[src/include/brd_pkg.sv]
// shared constants and types of the bus refresh / dma sequencer
// assumes a 250 MHz core clock; all times below are in ns
package brd_pkg;

  localparam int CLK_NS              = 4;
  localparam int REFRESH_INTERVAL_NS = 15000;
  localparam int BUS_CLK_NS          = 125;
  localparam int REF_ADDR_SETUP_NS   = 125;
  localparam int REF_CMD_NS          = 250;
  localparam int REF_HANDBACK_NS     = 250;
  localparam int DMA_ACK_SETUP_NS    = 145;
  localparam int DMA_RD_TO_WR_NS     = 235;
  localparam int DMA_WR_NS           = 639;
  localparam int DMA_RD_HOLD_NS      = 50;
  localparam int DMA_ACK_HOLD_NS     = 60;

  // least times round up, never below one cycle
  function automatic int cyc_up(input int ns);
    int c;
    c = (ns + CLK_NS - 1) / CLK_NS;
    return (c < 1) ? 1 : c;
  endfunction : cyc_up

  localparam int REFRESH_INTERVAL_CYC = cyc_up(REFRESH_INTERVAL_NS);
  localparam int BUS_CLK_CYC          = cyc_up(BUS_CLK_NS);
  localparam int CNT_W                = 8;
  localparam int TMR_W                = 12;

  localparam logic [CNT_W-1:0] REF_ADDR_SETUP_CYC =
    CNT_W'(cyc_up(REF_ADDR_SETUP_NS));
  localparam logic [CNT_W-1:0] REF_CMD_CYC      = CNT_W'(cyc_up(REF_CMD_NS));
  localparam logic [CNT_W-1:0] REF_HANDBACK_CYC =
    CNT_W'(cyc_up(REF_HANDBACK_NS));
  localparam logic [CNT_W-1:0] DMA_ACK_SETUP_CYC =
    CNT_W'(cyc_up(DMA_ACK_SETUP_NS));
  localparam logic [CNT_W-1:0] DMA_RD_TO_WR_CYC =
    CNT_W'(cyc_up(DMA_RD_TO_WR_NS));
  localparam logic [CNT_W-1:0] DMA_WR_CYC     = CNT_W'(cyc_up(DMA_WR_NS));
  localparam logic [CNT_W-1:0] DMA_RD_HOLD_CYC = CNT_W'(cyc_up(DMA_RD_HOLD_NS));
  localparam logic [CNT_W-1:0] DMA_ACK_HOLD_CYC =
    CNT_W'(cyc_up(DMA_ACK_HOLD_NS));
  localparam logic [CNT_W-1:0] CNT_ONE = 8'h01;

  localparam int ADDR_W      = 24;
  localparam int SYS_ADDR_W  = 20;
  localparam int UPPER_LSB   = 17;
  localparam int UPPER_W     = 7;
  localparam int ROW_W       = 8;
  localparam int LOW_MB_BITS = 4;
  localparam int NUM_CH      = 8;
  localparam int CH_W        = 3;
  localparam int LAST_NARROW_CH = 3;
  localparam logic [CH_W-1:0] CH_NONE = 3'h4;
  localparam logic [ADDR_W-1:0] STEP_NARROW = 24'h00_0001;
  localparam logic [ADDR_W-1:0] STEP_WIDE   = 24'h00_0002;

  typedef enum logic [1:0] {OWN_CPU, OWN_REFRESH, OWN_DMA, OWN_CARD}
    brd_owner_type;

  typedef enum {
    ST_CPU, ST_REF_ADDR, ST_REF_CMD, ST_REF_RDY, ST_REF_END,
    ST_DMA_ACK, ST_DMA_RD, ST_DMA_WR, ST_DMA_RDY, ST_DMA_HOLD,
    ST_DMA_END, ST_CARD
  } brd_state_type;

endpackage : brd_pkg

[src/include/brd_tmr_if.sv]
// refresh interval timer link between sequencer and timer
// both ends on mclk
`timescale 1ns/1ps
interface brd_tmr_if;
  logic due;
  logic restart;
  modport timer (output due, input restart);
  modport user  (input due, output restart);
endinterface : brd_tmr_if

[src/core/brd_sync.sv]
// two-flop synchroniser for a vector of pin levels
// inputs are asynchronous to mclk; each bit is a level
`timescale 1ns/1ps
module brd_sync
  import brd_pkg::*;
#(
  parameter int W = 1
)(
  input  wire logic         mclk,
  input  wire logic         rst,
  input  wire logic [W-1:0] din,
  input  wire logic [W-1:0] rstVal,
  output logic      [W-1:0] dout
);
  logic [W-1:0] meta_r;
  logic [W-1:0] meta_nxt;
  logic [W-1:0] dout_nxt;

  always_comb
  begin
    meta_nxt = din;
    dout_nxt = meta_r;
  end

  // reset value is fixed at zero here; the rstVal port is not used
  always_ff @(posedge mclk or posedge rst)
  begin
    if (rst)
    begin
      meta_r <= '0;
      dout   <= '0;
    end
    else
    begin
      meta_r <= meta_nxt;
      dout   <= dout_nxt;
    end
  end

  logic unusedRstVal;
  assign unusedRstVal = ^rstVal;
endmodule : brd_sync

[src/core/brd_refresh_timer.sv]
// refresh interval timer: raises due once the interval has run out
// restart is a one-cycle pulse from the sequencer at each refresh
`timescale 1ns/1ps
module brd_refresh_timer
  import brd_pkg::*;
(
  input  wire logic mclk,
  input  wire logic rst,
  brd_tmr_if.timer  tmr
);
  logic [TMR_W-1:0] cnt_r;
  logic [TMR_W-1:0] cnt_nxt;
  logic             due_r;
  logic             due_nxt;

  localparam logic [TMR_W-1:0] LAST = TMR_W'(REFRESH_INTERVAL_CYC - 1);

  always_comb
  begin
    cnt_nxt = cnt_r;
    due_nxt = due_r;
    if (tmr.restart)
    begin
      cnt_nxt = '0;
      due_nxt = 1'b0;
    end
    else if (cnt_r == LAST)
      due_nxt = 1'b1;
    else
      cnt_nxt = cnt_r + 1'b1;
  end

  always_ff @(posedge mclk or posedge rst)
  begin
    if (rst)
    begin
      cnt_r <= '0;
      due_r <= 1'b0;
    end
    else
    begin
      cnt_r <= cnt_nxt;
      due_r <= due_nxt;
    end
  end

  assign tmr.due = due_r;
endmodule : brd_refresh_timer

[src/core/brd_bus_sequencer.sv]
// bus sequencer: refresh, fly-by dma transfer and ownership hand-over
// bus pins asynchronous to mclk; two-way pins split into out and enable only, with no input side
`timescale 1ns/1ps
module brd_bus_sequencer
  import brd_pkg::*;
(
  input  wire logic                  mclk,
  input  wire logic                  rst,
  input  wire logic [NUM_CH-1:0]     dmaRequestLine,
  input  wire logic                  refreshRequestN,
  input  wire logic                  channelReady,
  input  wire logic                  secondaryOwnerN,
  input  wire logic                  memWideSelectN,
  input  wire logic                  ioWideSelectN,
  input  wire logic                  zeroWaitRequestN,
  input  wire logic [NUM_CH-1:0]     cascadeMode,
  input  wire logic                  memToIo,
  input  wire logic [ADDR_W-1:0]     memBase,
  input  wire logic [15:0]           xferCount,
  output logic                       memReadCmdN,
  output logic                       memWriteCmdN,
  output logic                       ioReadCmdN,
  output logic                       ioWriteCmdN,
  output logic                       lowMbReadStrobeN,
  output logic                       lowMbWriteStrobeN,
  output logic                       cmdOe,
  output logic [SYS_ADDR_W-1:0]      systemAddress,
  output logic [UPPER_W-1:0]         upperLatchableAddress,
  output logic                       addrOe,
  output logic [NUM_CH-1:0]          dmaAcknowledgeN,
  output logic                       dmaAddressEnable,
  output logic                       terminalCount,
  output logic                       dataSwapEnable,
  output brd_owner_type              busOwner
);
  localparam int SW = NUM_CH + 4;

  // lowest numbered pending channel wins; channel 4 is never a bus channel
  function automatic logic [CH_W-1:0] pick_ch(input logic [NUM_CH-1:0] r);
    logic [CH_W-1:0] c;
    c = CH_NONE;
    for (int i = NUM_CH - 1; i >= 0; i--)
      if (r[i] && i != int'(CH_NONE))
        c = CH_W'(i);
    return c;
  endfunction : pick_ch

  function automatic logic low_mb(input logic [ADDR_W-1:0] a);
    return a[ADDR_W-1 -: LOW_MB_BITS] == '0;
  endfunction : low_mb

  logic [SW-1:0] syncIn;
  logic [SW-1:0] syncOut;
  logic [NUM_CH-1:0] drqS;
  logic refReqNS;
  logic readyS;
  logic secOwnNS;
  logic memWideNS;

  // zero-wait and i/o wide select are deliberately never looked at
  assign syncIn = {memWideSelectN, secondaryOwnerN, channelReady,
                   refreshRequestN, dmaRequestLine};

  brd_sync #(.W(SW)) u_sync (
    .mclk   (mclk),
    .rst    (rst),
    .din    (syncIn),
    .rstVal ({SW{1'b0}}),
    .dout   (syncOut)
  );

  assign drqS      = syncOut[NUM_CH-1:0];
  assign refReqNS  = syncOut[NUM_CH];
  assign readyS    = syncOut[NUM_CH+1];
  assign secOwnNS  = syncOut[NUM_CH+2];
  assign memWideNS = syncOut[NUM_CH+3];

  brd_tmr_if tmrBus ();

  brd_refresh_timer u_timer (
    .mclk (mclk),
    .rst  (rst),
    .tmr  (tmrBus.timer)
  );

  // bus clock rate as a one-cycle tick, plus every second tick for dma
  logic [CNT_W-1:0] div_r, div_nxt;
  logic pair_r, pair_nxt;
  logic busTick;
  assign busTick = (div_r == '0);

  always_comb
  begin
    div_nxt  = busTick ? CNT_W'(BUS_CLK_CYC - 1) : div_r - CNT_ONE;
    pair_nxt = busTick ? ~pair_r : pair_r;
  end

  always_ff @(posedge mclk or posedge rst)
  begin
    if (rst)
    begin
      div_r  <= '0;
      pair_r <= 1'b0;
    end
    else
    begin
      div_r  <= div_nxt;
      pair_r <= pair_nxt;
    end
  end

  brd_state_type st_r, st_nxt;
  logic [CNT_W-1:0] cnt_r, cnt_nxt;
  logic [CH_W-1:0] ch_r, ch_nxt;
  logic [ROW_W-1:0] row_r, row_nxt;
  logic [ADDR_W-1:0] addr_r, addr_nxt;
  logic [15:0] left_r, left_nxt;
  logic armed_r, armed_nxt;
  logic fromCard_r, fromCard_nxt;
  logic restart_r, restart_nxt;
  logic mrd_nxt, mwr_nxt, ird_nxt, iwr_nxt, lmr_nxt, lmw_nxt;
  logic cmdOe_nxt, addrOe_nxt, aen_nxt, tc_nxt, swap_nxt;
  logic [SYS_ADDR_W-1:0] sa_nxt;
  logic [UPPER_W-1:0] la_nxt;
  logic [NUM_CH-1:0] dma_acknowledge_n_nxt;
  brd_owner_type own_nxt;
  logic [CH_W-1:0] reqCh;
  logic cntDone, wide, rdOn;

  assign reqCh   = pick_ch(drqS);
  assign cntDone = (cnt_r == CNT_ONE);
  assign wide    = ch_r > CH_W'(LAST_NARROW_CH);
  assign tmrBus.restart = restart_r;

  always_comb
  begin
    st_nxt = st_r;
    cnt_nxt = cntDone ? cnt_r : cnt_r - CNT_ONE;
    ch_nxt = ch_r;
    row_nxt = row_r;
    addr_nxt = addr_r;
    left_nxt = left_r;
    armed_nxt = armed_r;
    fromCard_nxt = fromCard_r;
    restart_nxt = 1'b0;
    rdOn = 1'b0;
    case (st_r)
      ST_CPU:
        if (tmrBus.due)
        begin
          st_nxt = ST_REF_ADDR;
          cnt_nxt = REF_ADDR_SETUP_CYC;
          fromCard_nxt = 1'b0;
        end
        else if (reqCh != CH_NONE)
        begin
          ch_nxt = reqCh;
          cnt_nxt = DMA_ACK_SETUP_CYC;
          st_nxt = cascadeMode[reqCh] ? ST_CARD : ST_DMA_ACK;
          // a cascade grant moves no data, so it must not load a block
          if (!armed_r && !cascadeMode[reqCh])
          begin
            addr_nxt = memBase;
            left_nxt = xferCount;
            armed_nxt = 1'b1;
          end
        end
      ST_REF_ADDR:
        if (cntDone)
        begin
          st_nxt = ST_REF_CMD;
          cnt_nxt = REF_CMD_CYC;
          restart_nxt = 1'b1;
        end
      ST_REF_CMD:
      begin
        rdOn = 1'b1;
        if (cntDone)
          st_nxt = readyS ? ST_REF_END : ST_REF_RDY;
      end
      ST_REF_RDY:
      begin
        rdOn = 1'b1;
        if (busTick && readyS)
          st_nxt = ST_REF_END;
      end
      ST_REF_END:
      begin
        if (st_r != st_nxt || cnt_r == '0)
          cnt_nxt = REF_HANDBACK_CYC;
        row_nxt = row_r;
        if (cntDone)
        begin
          row_nxt = row_r + 1'b1;
          st_nxt = fromCard_r ? ST_CARD : ST_CPU;
        end
      end
      ST_DMA_ACK:
        if (cntDone)
        begin
          st_nxt = ST_DMA_RD;
          cnt_nxt = DMA_RD_TO_WR_CYC;
        end
      ST_DMA_RD:
      begin
        rdOn = 1'b1;
        if (cntDone)
        begin
          st_nxt = ST_DMA_WR;
          cnt_nxt = DMA_WR_CYC;
        end
      end
      ST_DMA_WR:
      begin
        rdOn = 1'b1;
        if (cntDone)
        begin
          st_nxt = readyS ? ST_DMA_HOLD : ST_DMA_RDY;
          cnt_nxt = DMA_RD_HOLD_CYC;
        end
      end
      ST_DMA_RDY:
      begin
        rdOn = 1'b1;
        // reload: the counter has run down during the ready stretch
        if (busTick && pair_r && readyS)
        begin
          st_nxt = ST_DMA_HOLD;
          cnt_nxt = DMA_RD_HOLD_CYC;
        end
      end
      ST_DMA_HOLD:
      begin
        rdOn = 1'b1;
        if (cntDone)
        begin
          st_nxt = ST_DMA_END;
          cnt_nxt = DMA_ACK_HOLD_CYC;
        end
      end
      ST_DMA_END:
        if (cntDone)
        begin
          // one transfer per grant so a due refresh gets in between
          st_nxt = ST_CPU;
          if (left_r == '0)
            armed_nxt = 1'b0;
          else
          begin
            left_nxt = left_r - 1'b1;
            addr_nxt = addr_r + (wide ? STEP_WIDE : STEP_NARROW);
          end
        end
      ST_CARD:
        if (!refReqNS)
        begin
          st_nxt = ST_REF_ADDR;
          cnt_nxt = REF_ADDR_SETUP_CYC;
          fromCard_nxt = 1'b1;
        end
        else if (!drqS[ch_r])
          st_nxt = ST_CPU;
      default:
        st_nxt = ST_CPU;
    endcase
    if (st_nxt == ST_REF_END && st_r != ST_REF_END)
      cnt_nxt = REF_HANDBACK_CYC;
  end

  // next values of the pin outputs, derived from the next state
  always_comb
  begin
    mrd_nxt = 1'b1;
    mwr_nxt = 1'b1;
    ird_nxt = 1'b1;
    iwr_nxt = 1'b1;
    cmdOe_nxt = 1'b0;
    addrOe_nxt = 1'b0;
    aen_nxt = 1'b0;
    tc_nxt = 1'b0;
    swap_nxt = 1'b0;
    sa_nxt = '0;
    la_nxt = '0;
    dma_acknowledge_n_nxt = '1;
    own_nxt = OWN_CPU;
    case (st_nxt)
      ST_REF_ADDR, ST_REF_CMD, ST_REF_RDY, ST_REF_END:
      begin
        own_nxt = OWN_REFRESH;
        cmdOe_nxt = (st_nxt != ST_REF_END);
        addrOe_nxt = cmdOe_nxt;
        sa_nxt[ROW_W-1:0] = row_nxt;
        mrd_nxt = !(rdOn && st_nxt == st_r) && st_nxt != ST_REF_CMD;
        mrd_nxt = mrd_nxt && st_nxt != ST_REF_RDY;
        // data lines never driven here and never sampled
      end
      ST_DMA_ACK, ST_DMA_RD, ST_DMA_WR, ST_DMA_RDY, ST_DMA_HOLD,
      ST_DMA_END:
      begin
        own_nxt = OWN_DMA;
        cmdOe_nxt = 1'b1;
        addrOe_nxt = 1'b1;
        aen_nxt = 1'b1;
        dma_acknowledge_n_nxt[ch_nxt] = 1'b0;
        sa_nxt = addr_nxt[SYS_ADDR_W-1:0];
        la_nxt = addr_nxt[UPPER_LSB +: UPPER_W];
        tc_nxt = (left_nxt == '0);
        swap_nxt = !(ch_nxt > CH_W'(LAST_NARROW_CH)) && !memWideNS;
        if (st_nxt inside {ST_DMA_RD, ST_DMA_WR, ST_DMA_RDY, ST_DMA_HOLD})
        begin
          mrd_nxt = !memToIo;
          ird_nxt = memToIo;
          mrd_nxt = memToIo ? 1'b0 : 1'b1;
          ird_nxt = memToIo ? 1'b1 : 1'b0;
        end
        if (st_nxt inside {ST_DMA_WR, ST_DMA_RDY})
        begin
          iwr_nxt = !memToIo;
          mwr_nxt = memToIo;
        end
      end
      ST_CARD:
      begin
        own_nxt = OWN_CARD;
        dma_acknowledge_n_nxt[ch_nxt] = 1'b0;
      end
      default:
        own_nxt = OWN_CPU;
    endcase
    lmr_nxt = mrd_nxt || !low_mb(own_nxt == OWN_DMA ? addr_nxt : '0);
    lmw_nxt = mwr_nxt || !low_mb(own_nxt == OWN_DMA ? addr_nxt : '0);
  end

  always_ff @(posedge mclk or posedge rst)
  begin
    if (rst)
    begin
      st_r <= ST_CPU;
      cnt_r <= '0;
      ch_r <= CH_NONE;
      row_r <= '0;
      addr_r <= '0;
      left_r <= '0;
      armed_r <= 1'b0;
      fromCard_r <= 1'b0;
      restart_r <= 1'b0;
      memReadCmdN <= 1'b1;
      memWriteCmdN <= 1'b1;
      ioReadCmdN <= 1'b1;
      ioWriteCmdN <= 1'b1;
      lowMbReadStrobeN <= 1'b1;
      lowMbWriteStrobeN <= 1'b1;
      cmdOe <= 1'b0;
      addrOe <= 1'b0;
      systemAddress <= '0;
      upperLatchableAddress <= '0;
      dmaAcknowledgeN <= '1;
      dmaAddressEnable <= 1'b0;
      terminalCount <= 1'b0;
      dataSwapEnable <= 1'b0;
      busOwner <= OWN_CPU;
    end
    else
    begin
      st_r <= st_nxt;
      cnt_r <= cnt_nxt;
      ch_r <= ch_nxt;
      row_r <= row_nxt;
      addr_r <= addr_nxt;
      left_r <= left_nxt;
      armed_r <= armed_nxt;
      fromCard_r <= fromCard_nxt;
      restart_r <= restart_nxt;
      memReadCmdN <= mrd_nxt;
      memWriteCmdN <= mwr_nxt;
      ioReadCmdN <= ird_nxt;
      ioWriteCmdN <= iwr_nxt;
      lowMbReadStrobeN <= lmr_nxt;
      lowMbWriteStrobeN <= lmw_nxt;
      cmdOe <= cmdOe_nxt;
      addrOe <= addrOe_nxt;
      systemAddress <= sa_nxt;
      upperLatchableAddress <= la_nxt;
      dmaAcknowledgeN <= dma_acknowledge_n_nxt;
      dmaAddressEnable <= aen_nxt;
      terminalCount <= tc_nxt;
      dataSwapEnable <= swap_nxt;
      busOwner <= own_nxt;
    end
  end

  // card status and the ignored selects are observed only, never acted on
  logic unusedPins;
  assign unusedPins = secOwnNS ^ ioWideSelectN ^ zeroWaitRequestN;
endmodule : brd_bus_sequencer

[config.mk]
export PLATFORM = sky130hd
export DESIGN_NAME = brd_bus_sequencer
export DESIGN_NICKNAME = d
export VERILOG_FILES = /design/src/include/brd_pkg.sv /design/src/include/brd_tmr_if.sv /design/src/core/brd_sync.sv /design/src/core/brd_refresh_timer.sv /design/src/core/brd_bus_sequencer.sv
export SDC_FILE = /design/constraint.sdc
export NUM_CORES = 1
export LEC_CHECK = 0
export BUFFER_PORTS_ARGS = -buffer_cell sky130_fd_sc_hd__buf_4
export CORE_MARGIN = 1.5
export CORE_UTILIZATION = 49
export DETAILED_ROUTE_END_ITERATION = 8
export PLACE_DENSITY = 0.76
export SETUP_SLACK_MARGIN = 0.1
export SYNTH_ARGS = -nofsm -noshare
export SYNTH_HDL_FRONTEND = slang
export SYNTH_SLANG_ARGS = --single-unit
[constraint.sdc]
create_clock -name mclk -period 7.5 [get_ports mclk]
set_input_delay 1.5 -clock mclk [delete_from_list [all_inputs] [get_ports mclk]]
set_output_delay 1.5 -clock mclk [all_outputs]
set_load 0.005 [all_outputs]
Word-level counts from Yosys, hierarchy flattened
Cells that the tools add are included.
{"block": "word_totals", "out_inout_bits": 48, "register_bits": 187, "in_bits": 65}
{"block": "op_classes", "n_lt_le_gt_ge": 6, "mux": 100, "n_eq_ne": 40, "reduce_logical": 36, "n_addsub": 6, "bitwise": 2}
{"operator": "two-way mux 32 bit", "n": 14}
{"operator": "one-hot mux 32 bit (12 select lines)", "n": 1}
{"operator": "equality test 32 x 4 -> 1 bit, second input constant", "n": 9}
{"operator": "equality test 32 x 3 -> 1 bit, second input constant", "n": 8}
{"operator": "two-way mux 24 bit", "n": 6}
{"operator": "equality test 32 x 2 -> 1 bit, second input constant", "n": 4}
{"operator": "two-way mux 8 bit", "n": 16}
{"operator": "two-way mux 16 bit", "n": 5}
{"operator": "one-hot mux 8 bit (9 select lines)", "n": 1}
{"operator": "equality test 32 x 1 -> 1 bit, second input constant", "n": 2}
{"operator": "!= test 32 x 3 -> 1 bit, second input constant", "n": 2}
{"operator": "!= test 32 x 4 -> 1 bit, second input constant", "n": 2}
{"operator": "one-hot mux 24 bit (2 select lines)", "n": 1}
{"operator": "two-way mux 12 bit", "n": 3}
{"operator": "equality test 32 bit", "n": 1}
{"operator": "zero test 16 bit", "n": 2}
{"operator": "zero test 32 bit", "n": 1}
{"operator": "one-hot mux 16 bit (2 select lines)", "n": 1}
{"operator": "two-way mux 3 bit", "n": 10}
{"operator": "two-way mux 1 bit", "n": 28}
{"operator": "adder 24 x 2 -> 24 bit", "n": 1}
{"operator": "zero test 8 bit", "n": 2}
{"operator": "one-hot mux 8 bit (2 select lines)", "n": 1}
{"operator": "subtractor 16 x 1 -> 16 bit, second input constant", "n": 1}
{"operator": "32 further kinds", "n": 68}

Logic depth before layout (Yosys ltp)
Gate-level depths: netlist of run 1.
{"block": "depth", "ltp_word": 21, "mapped_depth": 14}

Cells and area by module
A second synthesis of run 1 with hierarchy kept.
{"block": "hier_totals", "cells_unflattened": 911, "area_unflattened_um2": 9031.2}
{"mod": "brd_bus_sequencer", "seq_area_each_um2": 3697.3, "cells_per_inst": 813, "instances": 1, "area_per_inst_um2": 7716.2}
{"mod": "brd_refresh_timer", "seq_area_each_um2": 325.3, "cells_per_inst": 73, "instances": 1, "area_per_inst_um2": 710.7}
{"mod": "brd_sync", "seq_area_each_um2": 600.6, "cells_per_inst": 25, "instances": 1, "area_per_inst_um2": 604.3}

Worst setup path after synthesis of run 1
No wires, ideal clock.
{"block": "synth_timing", "path_kind": "in2reg", "start": "in cascadeMode[5]", "end": "reg terminalCount", "required_ns": 7.404, "cell_stages": 10, "slack_ns": 3.399, "n_path_buf": 1, "arrival_ns": 4.006, "path_cell_list": "nand2b_1 and3_1 a311oi_1 o221ai_1 or3_1 buf_2 o311a_1 a211o_1 or4b_2 nor4_2"}
{"block": "synth_between", "elab_chain_len": 10, "elab_cells_between_ends": 21}
{"item": "start, declared", "line": "brd_bus_sequencer.sv:16", "source": "input wire logic [NUM_CH-1:0] cascadeMode,"}
{"item": "binary-select mux 1 bit (select 3 bit)", "line": "brd_bus_sequencer.sv:161", "source": "if (!armed_r && !cascadeMode[reqCh])"}
{"item": "two-way mux 1 bit (not written as such)", "line": "brd_bus_sequencer.sv:161"}
{"item": "zero test 1 bit", "line": "brd_bus_sequencer.sv:161"}
{"item": "logical AND 1 bit", "line": "brd_bus_sequencer.sv:161"}
{"item": "two-way mux 16 bit", "line": "brd_bus_sequencer.sv:161"}
{"item": "two-way mux 16 bit", "line": "brd_bus_sequencer.sv:155", "source": "else if (reqCh != CH_NONE)"}
{"item": "two-way mux 16 bit", "line": "brd_bus_sequencer.sv:149", "source": "if (tmrBus.due)"}
{"item": "one-hot mux 16 bit (2 select lines)", "line": "brd_bus_sequencer.sv:147", "source": "case (st_r)"}
{"item": "named net left_nxt[9]", "line": "brd_bus_sequencer.sv:117", "source": "logic [15:0] left_r, left_nxt;"}
{"item": "zero test 16 bit", "line": "brd_bus_sequencer.sv:307", "source": "tc_nxt = (left_nxt == '0);"}
{"item": "two-way mux 1 bit", "line": "brd_bus_sequencer.sv:286", "source": "case (st_nxt)"}
{"item": "named net tc_nxt", "line": "brd_bus_sequencer.sv:122", "source": "logic cmdOe_nxt, addrOe_nxt, aen_nxt, tc_nxt, swap_nxt;"}
{"item": "end signal, assigned", "line": "brd_bus_sequencer.sv:386", "source": "terminalCount <= tc_nxt;"}
{"item": "end, declared", "line": "brd_bus_sequencer.sv:32", "source": "output logic terminalCount,"}
The timed path passes the listed nets, and every way through them passes these cells. The select of a mux whose other input is x is not followed.
A chain may end at the register's enable or synchronous reset.

Worst setup path in the final report of run 1
{"block": "layout_timing", "start": "reg st_r[1]", "end": "reg terminalCount"}
{"block": "layout_between", "elab_cells_between_ends": 37}
{"item": "start, declared", "line": "brd_bus_sequencer.sv:112", "source": "brd_state_type st_r, st_nxt;"}
{"item": "start signal, assigned", "line": "brd_bus_sequencer.sv:365", "source": "st_r <= st_nxt;"}
{"item": "equality test 32 x 4 -> 1 bit / zero test 32 bit (equally long branches)", "line": "brd_bus_sequencer.sv:147"}
{"item": "one-hot mux 16 bit (2 select lines) *", "line": "brd_bus_sequencer.sv:147"}
{"item": "named net left_nxt[9]", "line": "brd_bus_sequencer.sv:117"}
{"item": "zero test 16 bit *", "line": "brd_bus_sequencer.sv:307"}
{"item": "two-way mux 1 bit *", "line": "brd_bus_sequencer.sv:286"}
{"item": "named net tc_nxt", "line": "brd_bus_sequencer.sv:122"}
Mark *: on every way through the listed nets, which the timed path passes. The rest lies on a longest branch.

==> results.sh, run 1 <==
export IMPL_outcome="completed"
export IMPL_dr_wl_met2_um=9570
export IMPL_hold_viol_final=0
export IMPL_crit_top_cell="or3_1"
export IMPL_layout_commonest_cell="dfrtp_1"
export IMPL_p_comb_frac=0.031
export IMPL_drtIter0Drc=495
export IMPL_clkPwrFrac=0.468
export IMPL_p_leak_uw=0.00463
export IMPL_arrival_ps=5200
export IMPL_highest_layer="met4"
export IMPL_crit_start="st_r[1]$_DFF_PP0_"
export IMPL_syn_area_um2=8600
export IMPL_critical_path_max_stage_delay_ps=780
export IMPL_layout_cells_non_filler=1205
export IMPL_layout_common_cells="167 x dfrtp_1, 114 x buf_4, 69 x nor2_1"
export IMPL_grt_use_total=0.230
export IMPL_final_max_slew_viol_count=0
export IMPL_wl_met1_um=9380
export IMPL_start_util=0.499
export IMPL_root_buffer="clkbuf_16"
export IMPL_crit_family="simple AND/OR/NAND/NOR gates"
export IMPL_grt_pass1_wl_um=32900
export IMPL_tightest_slew_ps=1080
export IMPL_min_path_type="reg -> reg"
export IMPL_clk_insertion_delay_late_ps=440
export IMPL_synthFlopType="dfrtp_1"
export IMPL_insertedDiodeCount=0
export IMPL_worstPathRequired_ps=7840
export IMPL_post_cts_resized=0
export IMPL_r2r_start="st_r[1]$_DFF_PP0_"
export IMPL_fin_tns_setup_ps=0
export IMPL_async_flop_share=1.00
export IMPL_synth_edf_count=0
export IMPL_post_route_min_period_ps=4860
export IMPL_cap_violations=0
export IMPL_antenna_found_initial=0
export IMPL_cts_sinks=182
export IMPL_synthCells=847
export IMPL_grt_pass1_vias=6613
export IMPL_avgSynthCellArea_um2=10.1
export IMPL_max_slew_margin_rel=0.275
export IMPL_crit_buf_inv=0
export IMPL_rows=48
export IMPL_critPathLaunchType="flip-flop"
export IMPL_drive_above_1_share=0.189
export IMPL_finalCritPeriodShare=0.648
export IMPL_clkTransAtPathRegs_ps=70
export IMPL_syn2layout_area_growth_pct=19.6
export IMPL_dr_pass1_iters=5
export IMPL_postRouteAntennaNets=0
export IMPL_vias_per_cell=5.73
export IMPL_drt_wl_total_um=20400
export IMPL_ys_types=77
export IMPL_fp_coreArea_um2=17200
export IMPL_grt_max_degree=106
export IMPL_ff2ff_path_depth=8
export IMPL_setup_violations_final=0
export IMPL_powerDensity_nw_per_um2=194
export IMPL_reg2reg_slack_ps=2640
export IMPL_wire_per_inst_um=16.9
export IMPL_cts_setup_buffers=0
export IMPL_crit_chain="nor4_1 -> nand3_1 -> or3_1 -> or3_1 -> o311a_1 -> a211o_1 -> or4b_2 -> nor4_2"
export IMPL_place_congestion=0.918
export IMPL_finalClockSkew_ps=7.21
export IMPL_endpoint="terminalCount$_DFF_PP0_"
export IMPL_worstSetupEndpointType="flip-flop"
export IMPL_cts_path_max_buffers=2
export IMPL_worstReg2RegEnd="terminalCount$_DFF_PP0_"
export IMPL_seq_area_frac_synth=0.532
export IMPL_pin_count=113
export IMPL_final_net_count=1046
export IMPL_worst_ir_drop_vdd_uv=175
export IMPL_power_frac_seq=0.501
export IMPL_rsz0062_at_grt="no"
export IMPL_die_w_um=135
export IMPL_critPathSlowestCell="nor4_1"
export IMPL_overflow=0
export IMPL_intPower_uw=1560
export IMPL_fp_dieH_um=135
export IMPL_die_area_um2=18300
export IMPL_dpl_hpwl_um=14300
export IMPL_max_freq_ghz=0.206
export IMPL_num_vias=6903
export IMPL_h_tree_depth=4
export IMPL_drc=0
export IMPL_tritoncts="yes"
export IMPL_postCtsHoldBufs=0
export IMPL_path_depth=8
export IMPL_path_max_fanout=23
export IMPL_yosysWarnings=0
export IMPL_power_switching_uw=442
export IMPL_io_buffer_count=109
export IMPL_timing_worst_setup_path_type="reg -> reg"
export IMPL_dr_wl_met3_um=1030
export IMPL_dp_cells=1173
export IMPL_switching_share=0.221
export IMPL_numCtsBuffers=17
export IMPL_synth_seq_cells=182
power by group through the flow:
stage	logic [uW]	registers (uW)	clock network, uW
floorplan	26.1	1020	0
global placement	62.4	1020	0
detailed placement	62.7	1020	0
CTS	62.9	1000	952
global route	69.6	1000	991
finish	61.9	1000	934
routing by layer:
metal | track usage | vias up
met5 | 0 | -
met4 | 0.0824 | 0
met3 | 0.0385 | 29
met2 | 0.361 | 227
met1 | 0.324 | 3357
li1 | - | 3290
layout make-up:
type / instances / area, um^2
clock buffers: 18 / 429
inverters: 31 / 121
fillers: 1416 / 6950
clock inverters: 14 / 188
repair buffers: 114 / 856
flip-flops and latches: 182 / 4570
well taps: 225 / 282
multi-input cells: 621 / 3840
Yosys cell counts, types with 8 or more instances:
library cell	number	area share
xnor2_1	18	0.018
nand4_1	12	0.0087
dfstp_2	15	0.046
o21ai_0	39	0.023
a211oi_1	10	0.0087
and2_1	16	0.012
nor4_1	22	0.016
dfrtp_1	167	0.49
or4_1	8	0.0070
a21oi_1	33	0.019
inv_1	31	0.014
a211o_1	9	0.0092
nor3_1	27	0.016
nand3_1	40	0.023
nor2_1	69	0.030
xor2_1	11	0.011
or3_1	14	0.010
clkbuf_1	29	0.013
a22o_1	11	0.011
and3_1	14	0.010
nand2_1	65	0.028
ha_1	13	0.019
a21o_1	9	0.0079
or2_2	8	0.0058
nor2b_1	18	0.013
cells by family after synthesis:
group	after synthesis	share of synthesized area
AOI/OAI and AO/OA	191	0.155
xor gates and xnor gates	29	0.0295
and+or+nand+nor	349	0.215
adders and majority gates	14	0.0212
other	1	0.000436
buffers and inverters	71	0.0342
DFF	182	0.532
muxes	10	0.0125
flip-flops by register name (all words and copies together) (netlist names), 2 cells and up:
name and count:
st_r 32, addr_r 24, systemAddress 17, left_r 16, u_timer.cnt_r 12, u_sync.dout 11, u_sync.dout_nxt 11, cnt_r 8
div_r 8, dmaAcknowledgeN 8, row_r 8, upperLatchableAddress 7, ch_r 3, busOwner 2
metrics by stage:
stage               setup WS, ps  power, uW  instance area, um^2  utilization  hold WS [ps]
finish                      2640       2000                10300        0.597           347
global route                2380       2060                10300        0.597           351
CTS                         2630       2020                10300        0.597           348
detailed placement          2490       1080                 9670        0.561           337
global placement            2540       1080                 9670        0.561           333
floorplan                   1080       1040                 8700            -           331
worst min-delay path by stage:
stage                                             start                   endpoint  cells after the start
final                      u_sync.dout_nxt[1]$_DFF_PP0_   u_sync.dout[1]$_DFF_PP0_                      0
after global routing       u_sync.dout_nxt[1]$_DFF_PP0_   u_sync.dout[1]$_DFF_PP0_                      0
after CTS                  u_sync.dout_nxt[1]$_DFF_PP0_   u_sync.dout[1]$_DFF_PP0_                      0
after detailed placement   u_sync.dout_nxt[1]$_DFF_PP0_   u_sync.dout[1]$_DFF_PP0_                      0
after global placement    u_sync.dout_nxt[11]$_DFF_PP0_  u_sync.dout[11]$_DFF_PP0_                      0
after floorplan            u_sync.dout_nxt[0]$_DFF_PP0_   u_sync.dout[0]$_DFF_PP0_                      0
No activity file was read; power rests on OpenSTA's default activity.
==> run 2, diff against run 1 <==
==> constraint.sdc (replaced) <==
create_clock -name mclk -period 4.5 [get_ports mclk]
set_input_delay 0.9 -clock mclk [delete_from_list [all_inputs] [get_ports mclk]]
set_output_delay 0.9 -clock mclk [all_outputs]
set_load 0.005 [all_outputs]
==> run 2 against run 1 <==
Effect of this change: design area grew 1.1%; clock power grew 56%; register-to-register slack worse by 2100 ps; setup slack worse by 2100 ps; clock skew grew 1.6 ps; core utilization grew 0.65 points; maximum frequency up 21%; die area stayed put; global-route usage is 0.82 points higher; hold slack is essentially flat.
==> results.sh, run 2 (synthesized netlist as in run 1, its figures left out) <==
export IMPL_multi_input_area_um2=3840
export IMPL_worstPathRequired_ps=4830
export IMPL_timing_worst_setup_path_type="reg -> reg"
export IMPL_register_area_um2=4570
export IMPL_min_path_type="reg -> reg"
export IMPL_post_cts_resized=0
export IMPL_drive_above_1_share=0.203
export IMPL_setup_violations_final=0
export IMPL_vias_per_cell=5.76
export IMPL_postRouteAntennaNets=0
export IMPL_arrival_ps=4340
export IMPL_path_max_fanout=13
export IMPL_num_vias=7041
export IMPL_layout_commonest_cell="dfrtp_1"
export IMPL_grt_use_total=0.238
export IMPL_worst_ir_drop_vdd_uv=279
export IMPL_drt_wl_total_um=20800
export IMPL_rows=48
export IMPL_fp_dieH_um=135
export IMPL_root_buffer="clkbuf_16"
export IMPL_dp_cells=1191
export IMPL_die_w_um=135
export IMPL_clkTransAtPathRegs_ps=70
export IMPL_cts_sinks=182
export IMPL_layout_cells_non_filler=1223
export IMPL_grt_pass1_wl_um=33900
export IMPL_regMostFlops="st_r"
export IMPL_rsz0062_at_grt="no"
export IMPL_hold_viol_final=0
export IMPL_grt_pass1_vias=6764
export IMPL_p_leak_uw=0.00472
export IMPL_post_route_min_period_ps=4010
export IMPL_outcome="completed"
export IMPL_fin_tns_setup_ps=0
export IMPL_cap_violations=0
export IMPL_numCtsBuffers=17
export IMPL_dr_pass1_iters=5
export IMPL_whs_path_depth=0
export IMPL_h_tree_depth=4
export IMPL_layout_common_cells="167 x dfrtp_1, 131 x buf_4, 69 x nor2_1"
export IMPL_top_regs="st_r (32), addr_r (24), systemAddress (17)"
export IMPL_max_slew_margin_rel=0.323
export IMPL_fp_coreArea_um2=17200
export IMPL_dp_slack_ps=366
export IMPL_cts_setup_buffers=0
export IMPL_wire_per_inst_um=17.0
export IMPL_antenna_found_initial=0
export IMPL_insertedDiodeCount=0
export IMPL_clk_insertion_delay_late_ps=440
export IMPL_die_area_um2=18300
export IMPL_whs_ps=346
export IMPL_dpl_hpwl_um=14700
export IMPL_overflow=0
export IMPL_final_net_count=1064
export IMPL_finalCritPeriodShare=0.892
export IMPL_num_fill_cells=1446
export IMPL_largest_reg_flops=32
export IMPL_ff2ff_path_depth=9
export IMPL_cts_path_max_buffers=2
export IMPL_setup_slack_ps=487
export IMPL_final_max_slew_viol_count=0
export IMPL_powerDensity_nw_per_um2=311
export IMPL_grt_max_degree=183
export IMPL_tritoncts="yes"
export IMPL_worstSetupEndpointType="flip-flop"
export IMPL_syn2layout_area_growth_pct=20.9
export IMPL_finalClockSkew_ps=8.77
export IMPL_start_util=0.499
export IMPL_max_freq_ghz=0.249
export IMPL_place_congestion=0.906
export IMPL_io_buffer_count=109
export IMPL_tightest_slew_ps=1020
export IMPL_pin_count=113
export IMPL_drtIter0Drc=542
export IMPL_critPathLaunchType="flip-flop"
export IMPL_postCtsHoldBufs=0
export IMPL_drc=0
[run 2: changes by cell type in the layout (fill, tap and decap cells not counted)]
cell	delta
buf_4	+17
bufinv_16	-3
clkinv_8	+3
clkinvlp_4	-2
buf_12	+1
inv_6	+1
inv_8	+1
[run 2: critical path: stages, from the launching register on]
cell	delay, ps
dfrtp_1	420
nor4_1	680
nand4_1	290
a32oi_1	300
o2111ai_1	140
a32oi_1	570
nor2b_1	420
o22a_1	460
inv_1	320
a22o_1	290
[run 2: through the flow]
| stage | util | power [uW] | cell area, um^2 |
|---|---|---|---|
| after floorplan | - | 1740 | 8700 |
| after global placement | 0.569 | 1810 | 9810 |
| after detailed placement | 0.569 | 1810 | 9810 |
| after CTS | 0.603 | 3260 | 10400 |
| after global routing | 0.603 | 3350 | 10400 |
| final | 0.603 | 3230 | 10400 |
[run 2: worst paths after layout]
| check | from | to | slack [ps] |
|---|---|---|---|
| max | div_r[2]$_DFF_PP0_ | systemAddress[1]$_DFF_PP0_ | 490 |
| min | u_sync.dout_nxt[2]$_DFF_PP0_ | u_sync.dout[2]$_DFF_PP0_ | 350 |
| max reg2reg | div_r[2]$_DFF_PP0_ | systemAddress[1]$_DFF_PP0_ | 490 |
| min reg2reg | u_sync.dout_nxt[2]$_DFF_PP0_ | u_sync.dout[2]$_DFF_PP0_ | 350 |
| max in group asynchronous | rst | u_sync.dout[1]$_DFF_PP0_ | 3030 |
| min in group asynchronous | rst | u_sync.dout_nxt[9]$_DFF_PP0_ | 660 |
[run 2: final cells by class]
cell class                      instances  area share
Inverter                               31      0.0116
Clock buffer                           18      0.0413
Sequential cell                       182       0.440
Tap cell                              225      0.0271
Multi-Input combinational cell        621       0.369
Timing Repair Buffer                  132      0.0965
Clock inverter                         14      0.0147
[run 2: power by group]
part | leakage, uW | switching, uW | internal, uW
combinational | 0.00223 | 58.2 | 46.3
clock | 0.000285 | 711 | 745
sequential | 0.00220 | 11.1 | 1660
total | 0.00472 | 780 | 2450
[run 2: metal layers]
metal  track usage  up-vias  routed length (um)
met2         0.364      223                9610
met4        0.0932        0                 507
met5             0        -                   0
met1         0.334     3447                9550
li1              -     3335                   -
met3        0.0486       36                1100
==> run 3, diff against run 2 <==
--- a/config.mk
+++ b/config.mk
@@ -6,8 +6,10 @@
 export NUM_CORES = 1
 export LEC_CHECK = 0
 export BUFFER_PORTS_ARGS = -buffer_cell sky130_fd_sc_hd__buf_4
+export CORE_ASPECT_RATIO = 0.6
 export CORE_MARGIN = 1.5
 export CORE_UTILIZATION = 49
+export CTS_CLUSTER_SIZE = 40
 export DETAILED_ROUTE_END_ITERATION = 8
 export PLACE_DENSITY = 0.76
 export SETUP_SLACK_MARGIN = 0.1
==> run 3 against run 2 <==
Effect of this change: maximum frequency shrank 3.3%; cell count grew 0.90%; flip-flop and latch count is the same; global-route usage grew 0.53 points; setup slack lost 140 ps; largest power group unchanged; non-clock buffer count grew 2; first-iteration DRC count grew 48%; hold slack gained 3.1 ps; design area grew 0.89%; power grew 6.1%; critical path depth grew 2.
==> results.sh, run 3 (synthesized netlist as in run 1, its figures left out) <==
export IMPL_finalClockSkew_ps=14.2
export IMPL_die_w_um=174
export IMPL_place_congestion=0.990
export IMPL_tightest_slew_ps=770
export IMPL_drtIter0Drc=800
export IMPL_max_slew_margin_rel=0.474
export IMPL_hold_viol_final=0
export IMPL_worstPathRequired_ps=4800
export IMPL_cap_violations=0
export IMPL_vias_per_cell=5.78
export IMPL_drc=0
export IMPL_grt_use_total=0.243
export IMPL_fin_tns_setup_ps=0
export IMPL_worstReg2RegEnd="systemAddress[7]$_DFF_PP0_"
export IMPL_max_freq_ghz=0.241
export IMPL_postCtsHoldBufs=0
export IMPL_r2r_start="u_sync.dout[1]$_DFF_PP0_"
export IMPL_pin_count=113
export IMPL_numCtsBuffers=17
export IMPL_min_path_type="reg -> reg"
export IMPL_final_net_count=1066
export IMPL_fp_coreArea_um2=17200
export IMPL_die_area_um2=18400
export IMPL_rsz0062_at_grt="no"
export IMPL_cts_path_max_buffers=2
export IMPL_postRouteAntennaNets=0
export IMPL_top_regs="st_r (32), addr_r (24), systemAddress (17)"
export IMPL_ff2ff_path_depth=11
export IMPL_hp_start="u_sync.dout_nxt[2]$_DFF_PP0_"
export IMPL_worstSetupEndpointType="flip-flop"
export IMPL_timing_worst_setup_path_type="reg -> reg"
export IMPL_layout_commonest_cell="dfrtp_1"
export IMPL_post_route_min_period_ps=4150
export IMPL_insertedDiodeCount=0
export IMPL_final_max_slew_viol_count=0
export IMPL_fp_dieH_um=106
export IMPL_whs_path_depth=0
export IMPL_root_buffer="clkbuf_16"
export IMPL_worst_ir_drop_vdd_uv=254
export IMPL_powerDensity_nw_per_um2=327
export IMPL_rows=37
export IMPL_finalCritPeriodShare=0.922
export IMPL_regMostFlops="st_r"
export IMPL_cts_sinks=182
export IMPL_critPathLaunchType="flip-flop"
export IMPL_largest_reg_flops=32
export IMPL_wire_per_inst_um=17.8
export IMPL_grt_pass1_wl_um=35200
export IMPL_clk_insertion_delay_late_ps=420
export IMPL_reg2reg_slack_ps=350
export IMPL_arrival_ps=4450
export IMPL_grt_pass1_vias=6756
export IMPL_min_to="u_sync.dout[2]$_DFF_PP0_"
export IMPL_drive_above_1_share=0.204
export IMPL_io_buffer_count=109
export IMPL_post_cts_resized=0
export IMPL_overflow=0
export IMPL_start_util=0.501
export IMPL_tritoncts="yes"
export IMPL_dr_pass1_iters=5
export IMPL_clkTransAtPathRegs_ps=70
export IMPL_syn2layout_area_growth_pct=22.0
export IMPL_dp_cells=1202
export IMPL_p_leak_uw=0.00475
export IMPL_h_tree_depth=4
export IMPL_layout_common_cells="167 x dfrtp_1, 133 x buf_4, 69 x nor2_1"
export IMPL_path_max_fanout=13
export IMPL_num_vias=7132
export IMPL_outcome="completed"
export IMPL_layout_cells_non_filler=1234
export IMPL_grt_max_degree=120
export IMPL_dpl_hpwl_um=15500
export IMPL_drt_wl_total_um=22000
export IMPL_setup_violations_final=0
export IMPL_cts_setup_buffers=0
export IMPL_antenna_found_initial=0
export IMPL_num_fill_cells=1383
==> run 3: cell types whose count changed in the layout (fill, tap and decap cells not counted), sizes merged <==
cell,change
bufinv,+5
clkinv,-1
buf,+2
clkbuf,+1
clkinvlp,+1
inv,-6
==> run 3: metal layers <==
layer,up-vias,routed length (um),GRT usage
met3,21,2000,0.0646
met1,3431,11000,0.386
met4,0,195,0.0499
met5,-,0,0
li1,3334,-,-
met2,346,8730,0.329
==> run 3: how the worst max path moves through the flow <==
| stage | from | endpoint | slack (ps) | depth (start not counted) |
|---|---|---|---|---|
| after floorplan | cascadeMode[5] | terminalCount$_DFF_PP0_ | 1000 | 10 |
| after global placement | cascadeMode[5] | systemAddress[6]$_DFF_PP0_ | 440 | 12 |
| after detailed placement | cascadeMode[5] | systemAddress[7]$_DFF_PP0_ | 320 | 12 |
| after CTS | u_sync.dout[1]$_DFF_PP0_ | systemAddress[0]$_DFF_PP0_ | 410 | 11 |
| after global routing | u_sync.dout[1]$_DFF_PP0_ | systemAddress[4]$_DFF_PP0_ | 150 | 11 |
| final | u_sync.dout[1]$_DFF_PP0_ | systemAddress[7]$_DFF_PP0_ | 350 | 11 |
==> run 3: where the power goes <==
part,internal (uW),leakage (uW),switching [uW]
sequential,1660,0.00220,11.8
clock,996,0.000313,655
combinational,46.6,0.00224,58.9
==> run 3: per-stage QoR <==
step	hold WS, ps	util	cell area (um^2)	total power [uW]	setup WS, ps
6_report	349	0.611	10500	3430	352
3_5_place_dp	335	0.573	9840	1810	319
3_3_place_gp	332	0.573	9840	1810	437
2_1_floorplan	331	-	8700	1740	999
5_1_grt	347	0.611	10500	3540	150
4_1_cts	349	0.611	10500	3450	407
==> run 3: final cells by class <==
class                           instances  area, um^2  area share
Clock inverter                         13         215      0.0205
Timing Repair Buffer                  134        1020      0.0971
Inverter                               31         120      0.0115
Clock buffer                           19         433      0.0413
Sequential cell                       182        4570       0.436
Multi-Input combinational cell        621        3840       0.366
Tap cell                              234         293      0.0279
==> run 3: worst max-delay path, stage by stage (launching register included) <==
cell	delay, ps
dfrtp_1	460
nor4_1	690
nand3b_1	140
a311oi_1	260
o221ai_1	210
buf_4	230
a32oi_1	160
buf_4	180
nor2b_1	400
o22a_1	580
inv_1	380
a22o_1	300
